===== src/inc/rms_defs.svh =====
// Purpose: constants of the receiver mode sequencer
// Assumes: 100 MHz system clock, 8-bit registers, 7-bit register address
// Notes: times are kept in their own unit; cycle counts are derived in the top
`ifndef RMS_DEFS_SVH
`define RMS_DEFS_SVH

// register offsets
`define RMS_ADDR_OPMODE 7'h01
`define RMS_ADDR_LISTEN1 7'h0d
`define RMS_ADDR_IDLE_MULT 7'h0e
`define RMS_ADDR_RX_MULT 7'h0f
`define RMS_ADDR_LISTEN3 7'h10
`define RMS_ADDR_RXCFG 7'h11
`define RMS_ADDR_QBW 7'h12
`define RMS_ADDR_BIT_LO 7'h13
`define RMS_ADDR_BIT_HI 7'h14
`define RMS_ADDR_AUTO 7'h15
`define RMS_ADDR_STATUS 7'h16

// operating mode register fields
`define RMS_OP_SEQ_OFF 7
`define RMS_OP_LISTEN_EN 6
`define RMS_OP_CANCEL 5
`define RMS_OP_MODE_HI 4
`define RMS_OP_MODE_LO 2
`define RMS_MODE_SLEEP 3'h0
`define RMS_MODE_STBY 3'h1
`define RMS_MODE_SYNTH 3'h2
`define RMS_MODE_RX 3'h4

// listen and receive configuration fields
`define RMS_L1_UNIT_HI 7
`define RMS_L1_UNIT_LO 6
`define RMS_L1_RULE 3
`define RMS_L3_EXIT_HI 2
`define RMS_L3_EXIT_LO 1
`define RMS_RX_OOK 0
`define RMS_RX_AFC 1
`define RMS_RX_QUICK 2

// reset values
`define RMS_RST_OPMODE 8'h04
`define RMS_RST_LISTEN1 8'h90
`define RMS_RST_IDLE_MULT 8'hf5
`define RMS_RST_RX_MULT 8'h20
`define RMS_RST_LISTEN3 8'h04
`define RMS_RST_RXCFG 8'h00
`define RMS_RST_QBW 8'h04
`define RMS_RST_BIT 16'h0d05

// timing
`define RMS_CLK_NS 10
`define RMS_ANA_NS 10000
`define RMS_FILT_FSK 21
`define RMS_FILT_OOK 34
`define RMS_AFC_BITS 4
`define RMS_LEVEL_BITS 2
`define RMS_RELOCK_PERIODS 5
`define RMS_PLL_BW_KHZ 300
`define RMS_XTAL_WAKE_NS 500000
`define RMS_SYNTH_WAKE_NS 60000
`define RMS_RC_PERIOD_NS 1000
`define RMS_UNIT1_NS 64000
`define RMS_UNIT2_NS 4100000
`define RMS_UNIT3_NS 260000000

`endif


===== src/inc/rms_pkg.sv =====
// Purpose: types of the receiver mode sequencer
// Assumes: nothing beyond the defines header
// Notes: enums carry no codes; the register field codes live in the header
package rms_pkg;

	// chip position inside the wake-up sequence
	typedef enum logic [3:0] {
		ST_SLEEP, ST_STBY_WAIT, ST_STBY, ST_SYNTH_WAIT, ST_SYNTH,
		ST_RX_ANA, ST_RX_FILT, ST_RX_AFC, ST_RX_RELOCK, ST_RX_LEVEL, ST_RX
	} rms_state_t;

	// requested level of the chip
	typedef enum logic [1:0] {MD_SLEEP, MD_STBY, MD_SYNTH, MD_RX} rms_level_t;

	// listen cycling phase
	typedef enum logic [2:0] {
		LP_OFF, LP_IDLE, LP_RX, LP_STAY, LP_WAIT_MODE, LP_WAIT_IDLE, LP_DONE
	} rms_listen_t;

	// demodulator and packet engine flags, same clock
	typedef struct packed {
		logic levelFlag;
		logic patternMatch;
		logic packetComplete;
		logic timeoutFlag;
		logic checkPass;
		logic queueHasBytes;
		logic demodData;
	} rms_evt_t;

endpackage


===== src/logic/rms_delay_timer.sv =====
// Purpose: loadable down counter with a one-cycle done pulse
// Assumes: start and tick come from the same clock domain
// Notes: a zero load counts as one tick so a done always follows a start
`timescale 1ns/1ps
`default_nettype none

module rms_delay_timer #(
	parameter int W = 32
) (
	// clock and reset
	input wire logic clk,
	input wire logic sys_rst,
	// control
	input wire logic start,
	input wire logic [W-1:0] count,
	input wire logic tick,
	// status
	output logic busy,
	output logic done
);

	logic [W-1:0] cnt_q;
	wire lastTick = (cnt_q <= W'(1));

	// restart wins over a running count
	always_ff @(posedge clk) begin
		if (sys_rst) begin
			cnt_q <= '0;
			busy <= 1'b0;
			done <= 1'b0;
		end else begin
			done <= 1'b0;
			if (start) begin
				cnt_q <= count;
				busy <= 1'b1;
			end else if (busy && tick) begin
				cnt_q <= cnt_q - W'(1);
				busy <= !lastTick;
				done <= lastTick;
			end
		end
	end

endmodule

`default_nettype wire


===== src/logic/rms_sequencer.sv =====
// Purpose: operating-mode sequencer with listen cycling and automatic modes
// Assumes: flags in evt are on clk; rcClk is a foreign slow clock
// Notes: registers reached over a plain port, read data one cycle later
`timescale 1ns/1ps
`default_nettype none
`include "rms_defs.svh"

// Behaviour
// - sequencer steps sleep, standby, synthesizer, then receive after lock
// - lock pin goes high once the synthesizer has settled
// - receiver-ready pulse when the receive startup completes
// - startup adds 10 us front end plus 21 or 34 quarter-bandwidth periods
// - frequency correction adds four bit periods then five 300 kHz periods
// - quick start drops the two-bit-period level evaluation
// - demodulated data drives the data pin right after receiver ready
// - listen keeps the chip idle and wakes the receiver periodically
// - receiver switches off when the receive window expires unaccepted
// - each phase lasts its 1..255 multiplier times the shared unit
// - unit codes 01, 10, 11 give 64 us, 4.1 ms, 0.26 s
// - rule 0 needs level above limit; rule 1 also needs pattern match
// - exit action 00 stays in receive and stops cycling
// - exit action 01 waits packet or timeout, then enters the mode field
// - exit action 10 waits packet or timeout, resumes idle, discards queue
// - entry and leave triggers together move to and from the between state
// - final state is the mode field at the moment of leaving
// - mode codes 000, 001, 010, 100; listen enable overrides the field
// - sequence disable enters the selected mode directly
module rms_sequencer
	import rms_pkg::*;
#(
	parameter int XTAL_CYC = `RMS_XTAL_WAKE_NS / `RMS_CLK_NS,
	parameter int SYNTH_CYC = `RMS_SYNTH_WAKE_NS / `RMS_CLK_NS,
	parameter int UNIT1_TICKS = `RMS_UNIT1_NS / `RMS_RC_PERIOD_NS,
	parameter int UNIT2_TICKS = `RMS_UNIT2_NS / `RMS_RC_PERIOD_NS,
	parameter int UNIT3_TICKS = `RMS_UNIT3_NS / `RMS_RC_PERIOD_NS
) (
	// clock and reset
	input wire logic clk,
	input wire logic sys_rst,
	input wire logic rcClk,
	// register port
	input wire logic [6:0] regAddr,
	input wire logic [7:0] regWrData,
	input wire logic regWr,
	input wire logic regRd,
	output logic [7:0] regRdData,
	// receive path flags
	input wire rms_pkg::rms_evt_t evt,
	// chip outputs
	output logic receiverReady,
	output logic synthLocked,
	output logic serialData,
	output logic [2:0] chipMode,
	output logic listenIdle,
	output logic queueDiscard
);
	import rms_pkg::*;

	localparam int ANA_CYC = `RMS_ANA_NS / `RMS_CLK_NS;
	localparam int RELOCK_DEN = `RMS_PLL_BW_KHZ * `RMS_CLK_NS;
	localparam int RELOCK_CYC = (`RMS_RELOCK_PERIODS * 1000000 + RELOCK_DEN - 1) / RELOCK_DEN;

	// registers written by software
	logic [7:0] opMode_q, listen1_q, idleMult_q, rxMult_q, listen3_q;
	logic [7:0] rxCfg_q, qbw_q, auto_q;
	logic [15:0] bitCyc_q;
	logic [7:0] rdData_d;

	// sequencer and listen state
	rms_state_t st_q, st_d;
	rms_listen_t lp_q, lp_d;
	logic betweenOn_q, discardPend_q, queuePrev_q;
	logic rcSync1_q, rcSync2_q, rcSync3_q;
	logic seqStart, lstStart;
	logic [31:0] seqLen, lstLen;
	logic seqDone, lstDone;

	// register decode
	wire opWr = regWr && (regAddr == `RMS_ADDR_OPMODE);
	wire seqOff = opMode_q[`RMS_OP_SEQ_OFF];
	wire listenEn = opMode_q[`RMS_OP_LISTEN_EN];
	wire cancelNow = opWr && regWrData[`RMS_OP_CANCEL] && !regWrData[`RMS_OP_LISTEN_EN];
	wire [2:0] modeField = opMode_q[`RMS_OP_MODE_HI:`RMS_OP_MODE_LO];
	wire [1:0] unitCode = listen1_q[`RMS_L1_UNIT_HI:`RMS_L1_UNIT_LO];
	wire acceptRule = listen1_q[`RMS_L1_RULE];
	wire [1:0] exitAct = listen3_q[`RMS_L3_EXIT_HI:`RMS_L3_EXIT_LO];
	wire isOok = rxCfg_q[`RMS_RX_OOK];
	wire afcOn = rxCfg_q[`RMS_RX_AFC];
	wire quickStart = rxCfg_q[`RMS_RX_QUICK];
	wire [2:0] entryTrig = auto_q[7:5];
	wire [2:0] leaveTrig = auto_q[4:2];
	wire [1:0] betweenCode = auto_q[1:0];

	// mode field decode, unused codes taken as standby
	rms_level_t fieldLevel;
	always_comb begin
		unique case (modeField)
			`RMS_MODE_SLEEP: fieldLevel = MD_SLEEP;
			`RMS_MODE_SYNTH: fieldLevel = MD_SYNTH;
			`RMS_MODE_RX: fieldLevel = MD_RX;
			default: fieldLevel = MD_STBY;
		endcase
	end

	// automatic-mode trigger selection
	wire queueFall = queuePrev_q && !evt.queueHasBytes;
	wire [7:0] trigVec = {evt.timeoutFlag, queueFall, evt.queueHasBytes && !queuePrev_q,
		evt.levelFlag, evt.patternMatch, evt.checkPass, evt.packetComplete, 1'b0};
	// both triggers must be set for automatic modes
	wire autoOn = (entryTrig != 3'h0) && (leaveTrig != 3'h0) && !listenEn;
	wire entryHit = autoOn && trigVec[entryTrig];
	wire leaveHit = autoOn && trigVec[leaveTrig];

	// target follows the live mode field outside the between state
	wire rms_level_t autoLevel = betweenOn_q ? rms_level_t'(betweenCode) : fieldLevel;

	// target level; listen phase overrides the field
	rms_level_t tgt;
	always_comb begin
		unique case (lp_q)
			LP_OFF: tgt = autoLevel;
			// idle keeps only the slow oscillator
			LP_IDLE: tgt = MD_SLEEP;
			LP_DONE: tgt = fieldLevel;
			default: tgt = MD_RX;
		endcase
	end

	// startup step lengths in clk cycles
	wire [31:0] bitLen = {16'h0000, bitCyc_q};
	// filter delay scales the quarter-bandwidth period
	wire [31:0] filtLen = 32'(qbw_q) * (isOok ? 32'(`RMS_FILT_OOK) : 32'(`RMS_FILT_FSK));
	wire [31:0] afcLen = 32'(bitLen * `RMS_AFC_BITS);
	wire [31:0] levelLen = 32'(bitLen * `RMS_LEVEL_BITS);

	// settled state for a level, used when stepping down or going direct
	function automatic rms_state_t settled(input rms_level_t lvl);
		unique case (lvl)
			MD_SLEEP: settled = ST_SLEEP;
			MD_STBY: settled = ST_STBY;
			MD_SYNTH: settled = ST_SYNTH;
			default: settled = ST_RX;
		endcase
	endfunction

	// wake-up sequencer; wait states ignore the target so requests queue
	always_comb begin
		st_d = st_q;
		seqStart = 1'b0;
		seqLen = 32'h0000_0001;
		unique case (st_q)
			ST_SLEEP: begin
				// direct entry when sequencing is off
				if (tgt != MD_SLEEP && seqOff) begin
					st_d = settled(tgt);
				end else if (tgt != MD_SLEEP) begin
					st_d = ST_STBY_WAIT;
					seqStart = 1'b1;
					seqLen = 32'(XTAL_CYC);
				end
			end
			// step finishes before the target is looked at again
			ST_STBY_WAIT: if (seqDone) st_d = ST_STBY;
			ST_STBY: begin
				if (tgt == MD_SLEEP || seqOff) begin
					st_d = settled(tgt);
				end else if (tgt != MD_STBY) begin
					st_d = ST_SYNTH_WAIT;
					seqStart = 1'b1;
					seqLen = 32'(SYNTH_CYC);
				end
			end
			ST_SYNTH_WAIT: if (seqDone) st_d = ST_SYNTH;
			ST_SYNTH: begin
				if (tgt != MD_RX || seqOff) begin
					st_d = settled(tgt);
				end else begin
					st_d = ST_RX_ANA;
					seqStart = 1'b1;
					seqLen = 32'(ANA_CYC);
				end
			end
			ST_RX_ANA: begin
				if (seqDone) begin
					st_d = ST_RX_FILT;
					seqStart = 1'b1;
					seqLen = filtLen;
				end
			end
			ST_RX_FILT: begin
				if (seqDone && afcOn) begin
					st_d = ST_RX_AFC;
					seqStart = 1'b1;
					seqLen = afcLen;
				end else if (seqDone && quickStart) begin
					st_d = ST_RX;
				end else if (seqDone) begin
					st_d = ST_RX_LEVEL;
					seqStart = 1'b1;
					seqLen = levelLen;
				end
			end
			ST_RX_AFC: begin
				if (seqDone) begin
					st_d = ST_RX_RELOCK;
					seqStart = 1'b1;
					seqLen = 32'(RELOCK_CYC);
				end
			end
			ST_RX_RELOCK: begin
				if (seqDone && quickStart) begin
					st_d = ST_RX;
				end else if (seqDone) begin
					st_d = ST_RX_LEVEL;
					seqStart = 1'b1;
					seqLen = levelLen;
				end
			end
			ST_RX_LEVEL: if (seqDone) st_d = ST_RX;
			// leaving receive for the synthesizer keeps lock
			ST_RX: if (tgt != MD_RX) st_d = settled(tgt);
			default: st_d = ST_SLEEP;
		endcase
	end

	// listen phase decisions
	// acceptance rule
	wire accepted = evt.levelFlag && (!acceptRule || evt.patternMatch);
	wire pktEnd = evt.packetComplete || evt.timeoutFlag;
	// resolution unit; reserved code 00 falls back to the shortest
	wire [31:0] unitTicks = (unitCode == 2'h3) ? 32'(UNIT3_TICKS) :
		(unitCode == 2'h2) ? 32'(UNIT2_TICKS) : 32'(UNIT1_TICKS);
	// phase length is multiplier times unit, zero multiplier as one
	wire [7:0] idleK = (idleMult_q == 8'h00) ? 8'h01 : idleMult_q;
	wire [7:0] rxK = (rxMult_q == 8'h00) ? 8'h01 : rxMult_q;
	wire [31:0] idleLen = 32'(unitTicks * 32'(idleK));
	wire [31:0] rxLen = 32'(unitTicks * 32'(rxK));

	always_comb begin
		lp_d = lp_q;
		lstStart = 1'b0;
		lstLen = idleLen;
		unique case (lp_q)
			LP_OFF: begin
				if (listenEn) begin
					lp_d = LP_IDLE;
					lstStart = 1'b1;
				end
			end
			LP_IDLE: begin
				// receive window loaded at its start
				if (lstDone && listenEn) begin
					lp_d = LP_RX;
					lstStart = 1'b1;
					lstLen = rxLen;
				end else if (lstDone) begin
					lp_d = LP_OFF;
				end
			end
			LP_RX: begin
				if (accepted) begin
					unique case (exitAct)
						2'h0: lp_d = LP_STAY;
						2'h1: lp_d = LP_WAIT_MODE;
						default: lp_d = LP_WAIT_IDLE;
					endcase
				end else if (lstDone && listenEn) begin
					// window over, receiver off until next period
					lp_d = LP_IDLE;
					lstStart = 1'b1;
				end else if (lstDone) begin
					lp_d = LP_OFF;
				end
			end
			LP_WAIT_MODE: if (pktEnd) lp_d = LP_DONE;
			LP_WAIT_IDLE: begin
				if (pktEnd) begin
					lp_d = LP_IDLE;
					lstStart = 1'b1;
				end
			end
			default: if (!listenEn) lp_d = LP_OFF;
		endcase
		// cancel ends any phase at once
		if (cancelNow) begin
			lp_d = LP_OFF;
			lstStart = 1'b0;
		end
	end

	// register writes; cancel bit never stored
	always_ff @(posedge clk) begin
		if (sys_rst) begin
			opMode_q <= `RMS_RST_OPMODE;
			listen1_q <= `RMS_RST_LISTEN1;
			idleMult_q <= `RMS_RST_IDLE_MULT;
			rxMult_q <= `RMS_RST_RX_MULT;
			listen3_q <= `RMS_RST_LISTEN3;
			rxCfg_q <= `RMS_RST_RXCFG;
			qbw_q <= `RMS_RST_QBW;
			bitCyc_q <= `RMS_RST_BIT;
			auto_q <= 8'h00;
		end else if (regWr) begin
			unique case (regAddr)
				`RMS_ADDR_OPMODE: opMode_q <= regWrData & 8'hdc;
				`RMS_ADDR_LISTEN1: listen1_q <= regWrData;
				`RMS_ADDR_IDLE_MULT: idleMult_q <= regWrData;
				`RMS_ADDR_RX_MULT: rxMult_q <= regWrData;
				`RMS_ADDR_LISTEN3: listen3_q <= regWrData;
				`RMS_ADDR_RXCFG: rxCfg_q <= regWrData;
				`RMS_ADDR_QBW: qbw_q <= regWrData;
				`RMS_ADDR_BIT_LO: bitCyc_q[7:0] <= regWrData;
				`RMS_ADDR_BIT_HI: bitCyc_q[15:8] <= regWrData;
				`RMS_ADDR_AUTO: auto_q <= regWrData;
				default: ;
			endcase
		end
	end

	// read mux; status shows sequencer state and listen phase
	always_comb begin
		unique case (regAddr)
			`RMS_ADDR_OPMODE: rdData_d = opMode_q;
			`RMS_ADDR_LISTEN1: rdData_d = listen1_q;
			`RMS_ADDR_IDLE_MULT: rdData_d = idleMult_q;
			`RMS_ADDR_RX_MULT: rdData_d = rxMult_q;
			`RMS_ADDR_LISTEN3: rdData_d = listen3_q;
			`RMS_ADDR_RXCFG: rdData_d = rxCfg_q;
			`RMS_ADDR_QBW: rdData_d = qbw_q;
			`RMS_ADDR_BIT_LO: rdData_d = bitCyc_q[7:0];
			`RMS_ADDR_BIT_HI: rdData_d = bitCyc_q[15:8];
			`RMS_ADDR_AUTO: rdData_d = auto_q;
			`RMS_ADDR_STATUS: rdData_d = {st_q, 1'b0, lp_q};
			default: rdData_d = 8'h00;
		endcase
	end

	// slow oscillator crossing; third stage only feeds the edge detect
	always_ff @(posedge clk) begin
		rcSync1_q <= rcClk;
		rcSync2_q <= rcSync1_q;
		rcSync3_q <= rcSync2_q;
	end
	wire rcTick = rcSync2_q && !rcSync3_q;

	// step and phase timers
	rms_delay_timer #(.W(32)) seqTimer (
		.clk(clk),
		.sys_rst(sys_rst),
		.start(seqStart),
		.count(seqLen),
		.tick(1'b1),
		.busy(),
		.done(seqDone)
	);
	rms_delay_timer #(.W(32)) lstTimer (
		.clk(clk),
		.sys_rst(sys_rst),
		.start(lstStart),
		.count(lstLen),
		.tick(rcTick),
		.busy(),
		.done(lstDone)
	);

	// state, auto flag and discard tracking
	wire enterRx = (lp_q == LP_IDLE) && (lp_d == LP_RX);
	always_ff @(posedge clk) begin
		if (sys_rst) begin
			st_q <= ST_SLEEP;
			lp_q <= LP_OFF;
			betweenOn_q <= 1'b0;
			discardPend_q <= 1'b0;
			queuePrev_q <= 1'b0;
		end else begin
			st_q <= st_d;
			lp_q <= lp_d;
			queuePrev_q <= evt.queueHasBytes;
			// enter on entry trigger, leave on leave trigger
			if (!autoOn || (betweenOn_q && leaveHit)) begin
				betweenOn_q <= 1'b0;
			end else if (entryHit) begin
				betweenOn_q <= 1'b1;
			end
			// a new packet end wins over a cancel in the same cycle
			if ((lp_q == LP_WAIT_IDLE) && pktEnd) begin
				discardPend_q <= 1'b1;
			end else if (enterRx || cancelNow) begin
				discardPend_q <= 1'b0;
			end
		end
	end

	// registered outputs
	wire rxReach = (st_d == ST_RX) && (st_q != ST_RX);
	wire lockNext = (st_d == ST_SYNTH) || (st_d >= ST_RX_ANA);
	always_ff @(posedge clk) begin
		if (sys_rst) begin
			regRdData <= 8'h00;
			receiverReady <= 1'b0;
			synthLocked <= 1'b0;
			serialData <= 1'b0;
			chipMode <= `RMS_MODE_SLEEP;
			listenIdle <= 1'b0;
			queueDiscard <= 1'b0;
		end else begin
			regRdData <= regRd ? rdData_d : 8'h00;
			receiverReady <= rxReach;
			synthLocked <= lockNext;
			// data follows the demodulator once ready
			serialData <= (st_q == ST_RX) && (st_d == ST_RX) && evt.demodData; // quiet on the leaving cycle
			chipMode <= (st_d == ST_SLEEP) ? `RMS_MODE_SLEEP :
				(st_d <= ST_STBY) ? `RMS_MODE_STBY :
				(st_d <= ST_SYNTH) ? `RMS_MODE_SYNTH : `RMS_MODE_RX;
			listenIdle <= (lp_d == LP_IDLE);
			queueDiscard <= enterRx && discardPend_q;
		end
	end

endmodule

`default_nettype wire


===== config.mk =====
export PLATFORM = sky130hd
export DESIGN_NAME = rms_sequencer
export DESIGN_NICKNAME = d
export VERILOG_FILES = /design/src/inc/rms_pkg.sv /design/src/logic/rms_delay_timer.sv /design/src/logic/rms_sequencer.sv
export VERILOG_INCLUDE_DIRS = /design/src /design/src/inc
export SDC_FILE = /design/constraint.sdc
export NUM_CORES = 1
export LEC_CHECK = 0
export BUFFER_PORTS_ARGS = -buffer_cell sky130_fd_sc_hd__buf_2
export CAP_MARGIN = 20
export CORE_MARGIN = 2
export CORE_UTILIZATION = 40
export CTS_CLUSTER_SIZE = 25
export DETAILED_ROUTE_END_ITERATION = 12
export PLACE_DENSITY = 0.59
export SLEW_MARGIN = 30
export SYNTH_ARGS = -nofsm -noshare
export SYNTH_HDL_FRONTEND = slang
export SYNTH_SLANG_ARGS = --single-unit

===== constraint.sdc =====
create_clock -name clk -period 15 [get_ports clk]
set_input_delay 1.5 -clock clk [delete_from_list [all_inputs] [get_ports clk]]
set_output_delay 1.5 -clock clk [all_outputs]
set_load 0.01 [all_outputs]

==> flow_metrics.env, run 1 <==
export IMPL_status="finished clean"
export IMPL_post_cts_buffers=0
export IMPL_synth_cells=1948
export IMPL_worst_ir_drop_vdd_uv=75.6
export IMPL_drive_gt1_share_pct=7.04
export IMPL_power_mw=1.05
export IMPL_design_core_area_um2=38900
export IMPL_finClkSkew_ns=0.0137
export IMPL_overflow=0
export IMPL_grt_start_max_net_pins=69
export IMPL_clock_latency_ns=0.47
export IMPL_fin_tns_setup_ns=0
export IMPL_timing_slew_headroom_pct=37.9
export IMPL_vias=13452
export IMPL_powerDensity_nw_per_um2=61.3
export IMPL_gp_congestion=0.874
export IMPL_track_usage_pct=21.9
export IMPL_ant_nets=0
export IMPL_wl_um=44000
export IMPL_synth_area_um2=15900
export IMPL_layout_nets=2202
export IMPL_drc=0
export IMPL_placed_area_um2=16500
export IMPL_ys_ff_latch=174
export IMPL_crit_arrival_ns=6.91
export IMPL_dr_first_iter_drc_count=879
export IMPL_yosysWarningCount=0
export IMPL_leakage_nw=7.88
export IMPL_critPathMaxFanout=31
export IMPL_clkSinkCount=174
export IMPL_finalCritPeriodShare_pct=43.7
export IMPL_die_x_um=203
export IMPL_layout_common_cells="inv_1 (238), nand2_1 (214), nor2_1 (184), dfxtp_1 (174), ha_1 (139)"
export IMPL_root_buffer="clkbuf_16"
export IMPL_synthToLayoutAreaGrowth_pct=7.52
export IMPL_num_rows=72
export IMPL_initial_utilization_pct=40.8
export IMPL_rsz0062_at_grt="no"
export IMPL_dpl_hpwl_um=34300
export IMPL_synth_edf_count=0
export IMPL_cts_tree="done"
export IMPL_yosysTopAreaCellShare_pct=21.9
export IMPL_hold_buffers=0
export IMPL_cp_start_kind="flop"
export IMPL_tightest_slew_ns=0.928
export IMPL_htreeDepth=4
export IMPL_syn_avg_cell_area_um2=8.15
export IMPL_synth_top_flop_cell="dfxtp_1"
export IMPL_hold_path_class="reg -> reg"
export IMPL_finalHoldViolations=0
export IMPL_drtPass1Iterations=8
export IMPL_antenna_cells=0
export IMPL_ys_types=85
export IMPL_first_global_vias=13200
export IMPL_grt_antenna_before_repair=0
export IMPL_synth_area_leader_cell="dfxtp_1"
export IMPL_slew_violations=0
export IMPL_finalSetupViolCount=0
export IMPL_synth_area_leaders="dfxtp_1 (22%), fa_1 (13%), ha_1 (11%)"
export IMPL_wl_per_cell_um=17.9
export IMPL_cp_data_required_time_ns=15.35
export IMPL_seq_area_frac_synth_pct=21.9
export IMPL_via_per_inst=5.46
export IMPL_portBuffers=42
export IMPL_clk_pin_slew_ns=0.07
export IMPL_cts_buffers=17
export IMPL_cts_resized=0
export IMPL_final_common_cell="inv_1"
export IMPL_cp_end_kind="flop"
export IMPL_critical_path_class="reg -> reg"
export IMPL_fin_area_um2=17100
export IMPL_cap_violations=0
export IMPL_dieHeight_um=203
export IMPL_pin_count=43
export IMPL_synthArstFlopShare_pct=0
export IMPL_dieArea_um2=41300
export IMPL_max_freq_ghz=0.153
export IMPL_cts_path_max_buffers=2
export IMPL_grt_pass1_wl_um=71300
export IMPL_min_period_ns=6.56
[sequential cells by signal (all words and copies together) (netlist names), 3 cells and up]
signal,cells
auto_q,8
bitCyc_q,16
chipMode,3
idleMult_q,8
listen1_q,8
listen3_q,8
lp_q,3
lstTimer.cnt_q,32
opMode_q,5
qbw_q,8
regRdData,8
rxCfg_q,8
rxMult_q,8
seqTimer.cnt_q,32
st_q,4
[layer usage]
metal / track usage, % / wire length, µm / up-vias
li1: - / - / 6582
met1: 28.5 / 20100 / 6484
met2: 37.6 / 21200 / 322
met3: 2.59 / 1600 / 64
met4: 7.56 / 1190 / 0
met5: 0 / 0 / -
[through the flow]
stage          util, %  hold WS (ns)  setup WS, ns  cells
2_1_floorplan        -         0.310          9.27   1952
3_3_place_gp      42.3         0.323          8.60   2431
3_5_place_dp      42.3         0.319          8.49   2431
4_1_cts           43.9         0.334          8.45   2463
5_1_grt           43.9         0.340          7.97   2463
6_report          43.9         0.330          8.44   2463
[worst max-delay path: stages, from the launching register on]
cell,delay (ns)
dfxtp_1,0.91
and2_1,0.39
nand2_1,0.19
nor2_1,0.14
a21oi_1,0.11
o21ai_0,0.52
inv_1,0.24
fa_1,0.56
inv_1,0.06
fa_1,0.54
inv_1,0.06
fa_1,0.53
inv_1,0.04
ha_1,0.36
a21oi_1,0.23
nor2_1,0.07
a21oi_1,0.16
a31oi_1,0.13
and2_1,0.19
o21ai_0,0.30
mux2_2,0.39
a2111oi_2,0.34
[synth_stat cells, drive strengths merged (4+ instances only)]
cell type,instances
o211ai,8
nor3b,4
ha,139
nor2b,28
nand2,215
o21ai,77
fa,104
mux2i,55
nand3b,5
and3,9
or4,6
a222oi,6
dfxtp,174
and2,16
xor2,39
nand3,48
nor2,191
mux4,9
a21oi,116
o22ai,8
inv,238
xnor2,58
buf,19
nor4b,7
o21bai,5
nand4,7
a211oi,24
a31oi,16
mux2,6
nor4,24
o31ai,5
a2111oi,5
a22oi,17
or3,14
nor3,44
clkbuf,70
or2,7
a311oi,9
a221oi,12
o21a,8
a21o,19
o311a,4
nand2b,26
and3b,5
[cell families after synthesis]
group / after synthesis / synth area share [%]
DFF: 174 / 21.9
other: 2 / 0.0473
and+or+nand+nor: 662 / 20.4
xor gates and xnor gates: 97 / 5.35
AOI/OAI and AO/OA: 370 / 15.0
muxes: 70 / 5.17
buffers and inverters: 329 / 7.91
adders and majority gates: 244 / 24.1
[where the power goes]
part	switching, mW	internal (mW)
Combinational	0.0710	0.0402
Clock	0.229	0.225
Sequential	0.0117	0.469
Total	0.312	0.734
[path summary, 6_finish.rpt]
check	start	end	slack, ns	cells past startpoint
setup / recovery	listen1_q[7]	lstTimer.cnt_q[23]	8.44	21
hold / removal	rcSync1_q	rcSync2_q	0.33	0
setup reg to reg	listen1_q[7]	lstTimer.cnt_q[23]	8.44	21
hold reg to reg	rcSync1_q	rcSync2_q	0.33	0
[cell type report]
class / instances / area (µm²)
Multi-Input combinational cell: 1449 / 11200
Clock inverter: 15 / 170
Inverter: 240 / 901
Sequential cell: 174 / 3480
Timing Repair Buffer: 50 / 273
Fill cell: 3943 / 21800
Clock buffer: 17 / 425
Tap cell: 518 / 648
Power figures use the tool's default switching activity.
==> run 2: changes to the inputs <==
--- a/config.mk
+++ b/config.mk
@@ -6,6 +6,7 @@
 export SDC_FILE = /design/constraint.sdc
 export NUM_CORES = 1
 export LEC_CHECK = 0
+export ABC_AREA = 1
 export BUFFER_PORTS_ARGS = -buffer_cell sky130_fd_sc_hd__buf_2
 export CAP_MARGIN = 20
 export CORE_MARGIN = 2
==> constraint.sdc (replaced) <==
create_clock -name clk -period 6.6 [get_ports clk]
set_input_delay 0.66 -clock clk [delete_from_list [all_inputs] [get_ports clk]]
set_output_delay 0.66 -clock clk [all_outputs]
set_load 0.01 [all_outputs]
==> run 2 against run 1 <==
Cell count is 21% higher. Register-to-register slack lost 7.7 ns. Setup slack got worse by 7.7 ns. Cell area grew 5.4%. Flip-flop and latch count stayed put. Die area is 5.3% higher. Worst hold slack worse by 0.019 ns. Clock power is 140% higher. Sequential power rose to 2.5 times the previous value. Clock skew is 0.0024 ns lower. Area after synthesis increased by 5.4%. Critical path type unchanged. Largest cell class unchanged. Highest routed layer unchanged.
==> flow_metrics.env, run 2 <==
export IMPL_status="finished clean"
export IMPL_cts_tree="done"
export IMPL_synthSimpleGateAreaFrac_pct=23.3
export IMPL_synth_edf_count=0
export IMPL_vias=16002
export IMPL_synthArstFlopShare_pct=0
export IMPL_yosys_mux_area_fraction_pct=0
export IMPL_cap_violations=0
export IMPL_fin_tns_setup_ns=0
export IMPL_cts_resized=0
export IMPL_post_cts_buffers=0
export IMPL_seq_area_frac_synth_pct=20.8
export IMPL_synth_area_leaders="dfxtp_1 (21%), fa_1 (12%), inv_1 (11%)"
export IMPL_htreeDepth=4
export IMPL_finalHoldViolations=0
export IMPL_dr_first_iter_drc_count=1490
export IMPL_max_freq_ghz=0.171
export IMPL_drive_gt1_share_pct=5.20
export IMPL_critical_path_class="reg -> reg"
export IMPL_drtPass1Iterations=6
export IMPL_dpl_hpwl_um=42000
export IMPL_worst_ir_drop_vdd_uv=173
export IMPL_overflow=0
export IMPL_layout_nets=2702
export IMPL_n_fill_cell=4304
export IMPL_dieArea_um2=43500
export IMPL_root_buffer="clkbuf_16"
export IMPL_ant_nets=0
export IMPL_die_x_um=209
export IMPL_ys_types=59
export IMPL_cp_start_kind="flop"
export IMPL_synth_cells=2424
export IMPL_num_rows=74
export IMPL_whs_ns=0.311
export IMPL_rsz0062_at_grt="no"
export IMPL_synth_common_cells="inv_1 (476), nand2_1 (354), nor2_1 (285), a21oi_1 (178), dfxtp_1 (174)"
export IMPL_wl_per_cell_um=17.4
export IMPL_reg_top3="lstTimer.cnt_q x32, seqTimer.cnt_q x32, bitCyc_q x16"
export IMPL_critPathMaxFanout=13
export IMPL_drc=0
export IMPL_clk_pin_slew_ns=0.07
export IMPL_min_period_ns=5.85
export IMPL_via_per_inst=5.37
export IMPL_leakage_nw=9.01
export IMPL_syn_avg_cell_area_um2=6.90
export IMPL_utilization_pct=43.8
export IMPL_synth_top_family_by_area="simple AND/OR/NAND/NOR gates"
export IMPL_synth_most_common_cell="inv_1"
export IMPL_synthToLayoutAreaGrowth_pct=7.56
export IMPL_cts_buffers=17
export IMPL_layout_common_cells="inv_1 (475), nand2_1 (354), nor2_1 (285), a21oi_1 (178), dfxtp_1 (174)"
export IMPL_synth_top_flop_cell="dfxtp_1"
export IMPL_clkSinkCount=174
export IMPL_slew_violations=0
export IMPL_synth_area_leader_cell="dfxtp_1"
export IMPL_clock_latency_ns=0.47
export IMPL_yosysWarningCount=0
export IMPL_final_common_cell="inv_1"
export IMPL_synth_compound_area_share_pct=17.5
export IMPL_initial_utilization_pct=40.7
export IMPL_cts_path_max_buffers=2
export IMPL_wl_um=51900
export IMPL_portBuffers=42
export IMPL_synth_adder_area_share_pct=22.8
export IMPL_grt_antenna_before_repair=2
export IMPL_design_core_area_um2=41100
export IMPL_yosysTopAreaCellShare_pct=20.8
export IMPL_track_usage_pct=24.2
export IMPL_powerDensity_nw_per_um2=192
export IMPL_finalSetupViolCount=0
export IMPL_synth_area_um2=16700
export IMPL_hold_buffers=0
export IMPL_cp_end_kind="flop"
export IMPL_gp_congestion=0.982
export IMPL_dieHeight_um=209
export IMPL_synth_xor_area_share_pct=2.93
export IMPL_timing_slew_headroom_pct=41.9
export IMPL_ys_ff_latch=174
export IMPL_grt_start_max_net_pins=71
export IMPL_pin_count=43
export IMPL_grt_pass1_wl_um=82900
export IMPL_hold_path_class="in -> reg"
export IMPL_cp_data_required_time_ns=6.99
export IMPL_tightest_slew_ns=0.871
export IMPL_crit_arrival_ns=6.25
export IMPL_multi_input_area_um2=11200
export IMPL_seqCellArea_um2=3480
export IMPL_finClkSkew_ns=0.0113
export IMPL_first_global_vias=15134
export IMPL_finalCritPeriodShare_pct=88.7
## run 2: cell types whose count changed after synthesis, moves of 27 or more
cell,before,now
a21oi_1,116,178
inv_1,238,476
mux2i_1,55,0
nand2_1,214,354
nand3_1,47,122
nand4_1,7,34
nor2_1,186,285
nor2b_1,28,0
o21ai_0,77,163
xnor2_1,58,14
## run 2: layout make-up
type / count / share of cell area, %
Antenna cell: 2 / 0.0278
Clock buffer: 18 / 2.38
Clock inverter: 13 / 0.987
Inverter: 488 / 10.2
Multi-Input combinational cell: 1703 / 62.0
Sequential cell: 174 / 19.4
Tap cell: 532 / 3.70
Timing Repair Buffer: 48 / 1.42
## run 2: metrics by stage
step / power [mW] / instances / worst slack (ns) / cell area, µm²
2_1_floorplan: 2.13 / 2428 / 1.62 / 16700
3_3_place_gp: 2.35 / 2945 / 0.938 / 17400
5_1_grt: 3.67 / 2977 / 0.270 / 18000
3_5_place_dp: 2.37 / 2945 / 0.775 / 17400
6_report: 3.46 / 2978 / 0.748 / 18000
4_1_cts: 3.46 / 2976 / 0.763 / 18000
## run 2: layer usage
layer  share of wire, %  vias up  global-route usage [%]  routed length [µm]
met5                  0        -                       0                   0
met4                1.9        0                    5.49                 963
met3                6.8       51                    4.92                3520
met2                 42      478                    36.2               21900
met1                 49     7584                    35.8               25500
li1                   -     7889                       -                   -
## run 2: worst paths after layout
path / end / startpoint / cells past startpoint / slack, ns
setup / recovery: lstTimer.cnt_q[16] / listen1_q[6] / 23 / 0.75
hold / removal: rcSync1_q / rcClk / 1 / 0.31
setup reg to reg: lstTimer.cnt_q[16] / listen1_q[6] / 23 / 0.75
hold reg to reg: rcSync2_q / rcSync1_q / 0 / 0.33
## run 2: worst max-delay path, stage by stage (launching register included)
cell      delay [ns]
dfxtp_1         0.59
nand2_1         0.32
nor2_1          0.26
nand2_1         0.17
inv_1           0.17
nor2_1          0.10
inv_1           0.11
nor2_1          0.05
nor2_1          0.42
inv_1           0.19
fa_1            0.54
fa_1            0.54
inv_1           0.06
fa_1            0.57
inv_1           0.06
ha_1            0.35
a21o_1          0.19
o21bai_1        0.18
a21o_1          0.18
o21bai_1        0.16
or2_2           0.27
nand2_1         0.07
nand3_1         0.06
o21ai_0         0.17
## run 2: power by group
| group | switching (mW) | internal (mW) |
|---|---|---|
| clock network | 0.490 | 0.604 |
| registers | 0.0885 | 1.12 |
| logic | 0.796 | 0.356 |
| total | 1.37 | 2.08 |
## run 2: logic make-up after synthesis
logic type	after synthesis
compound gates	509
xor+xnor	56
fa+ha+maj	243
buf+inv	551
flops	174
other cells	2
simple gates	889
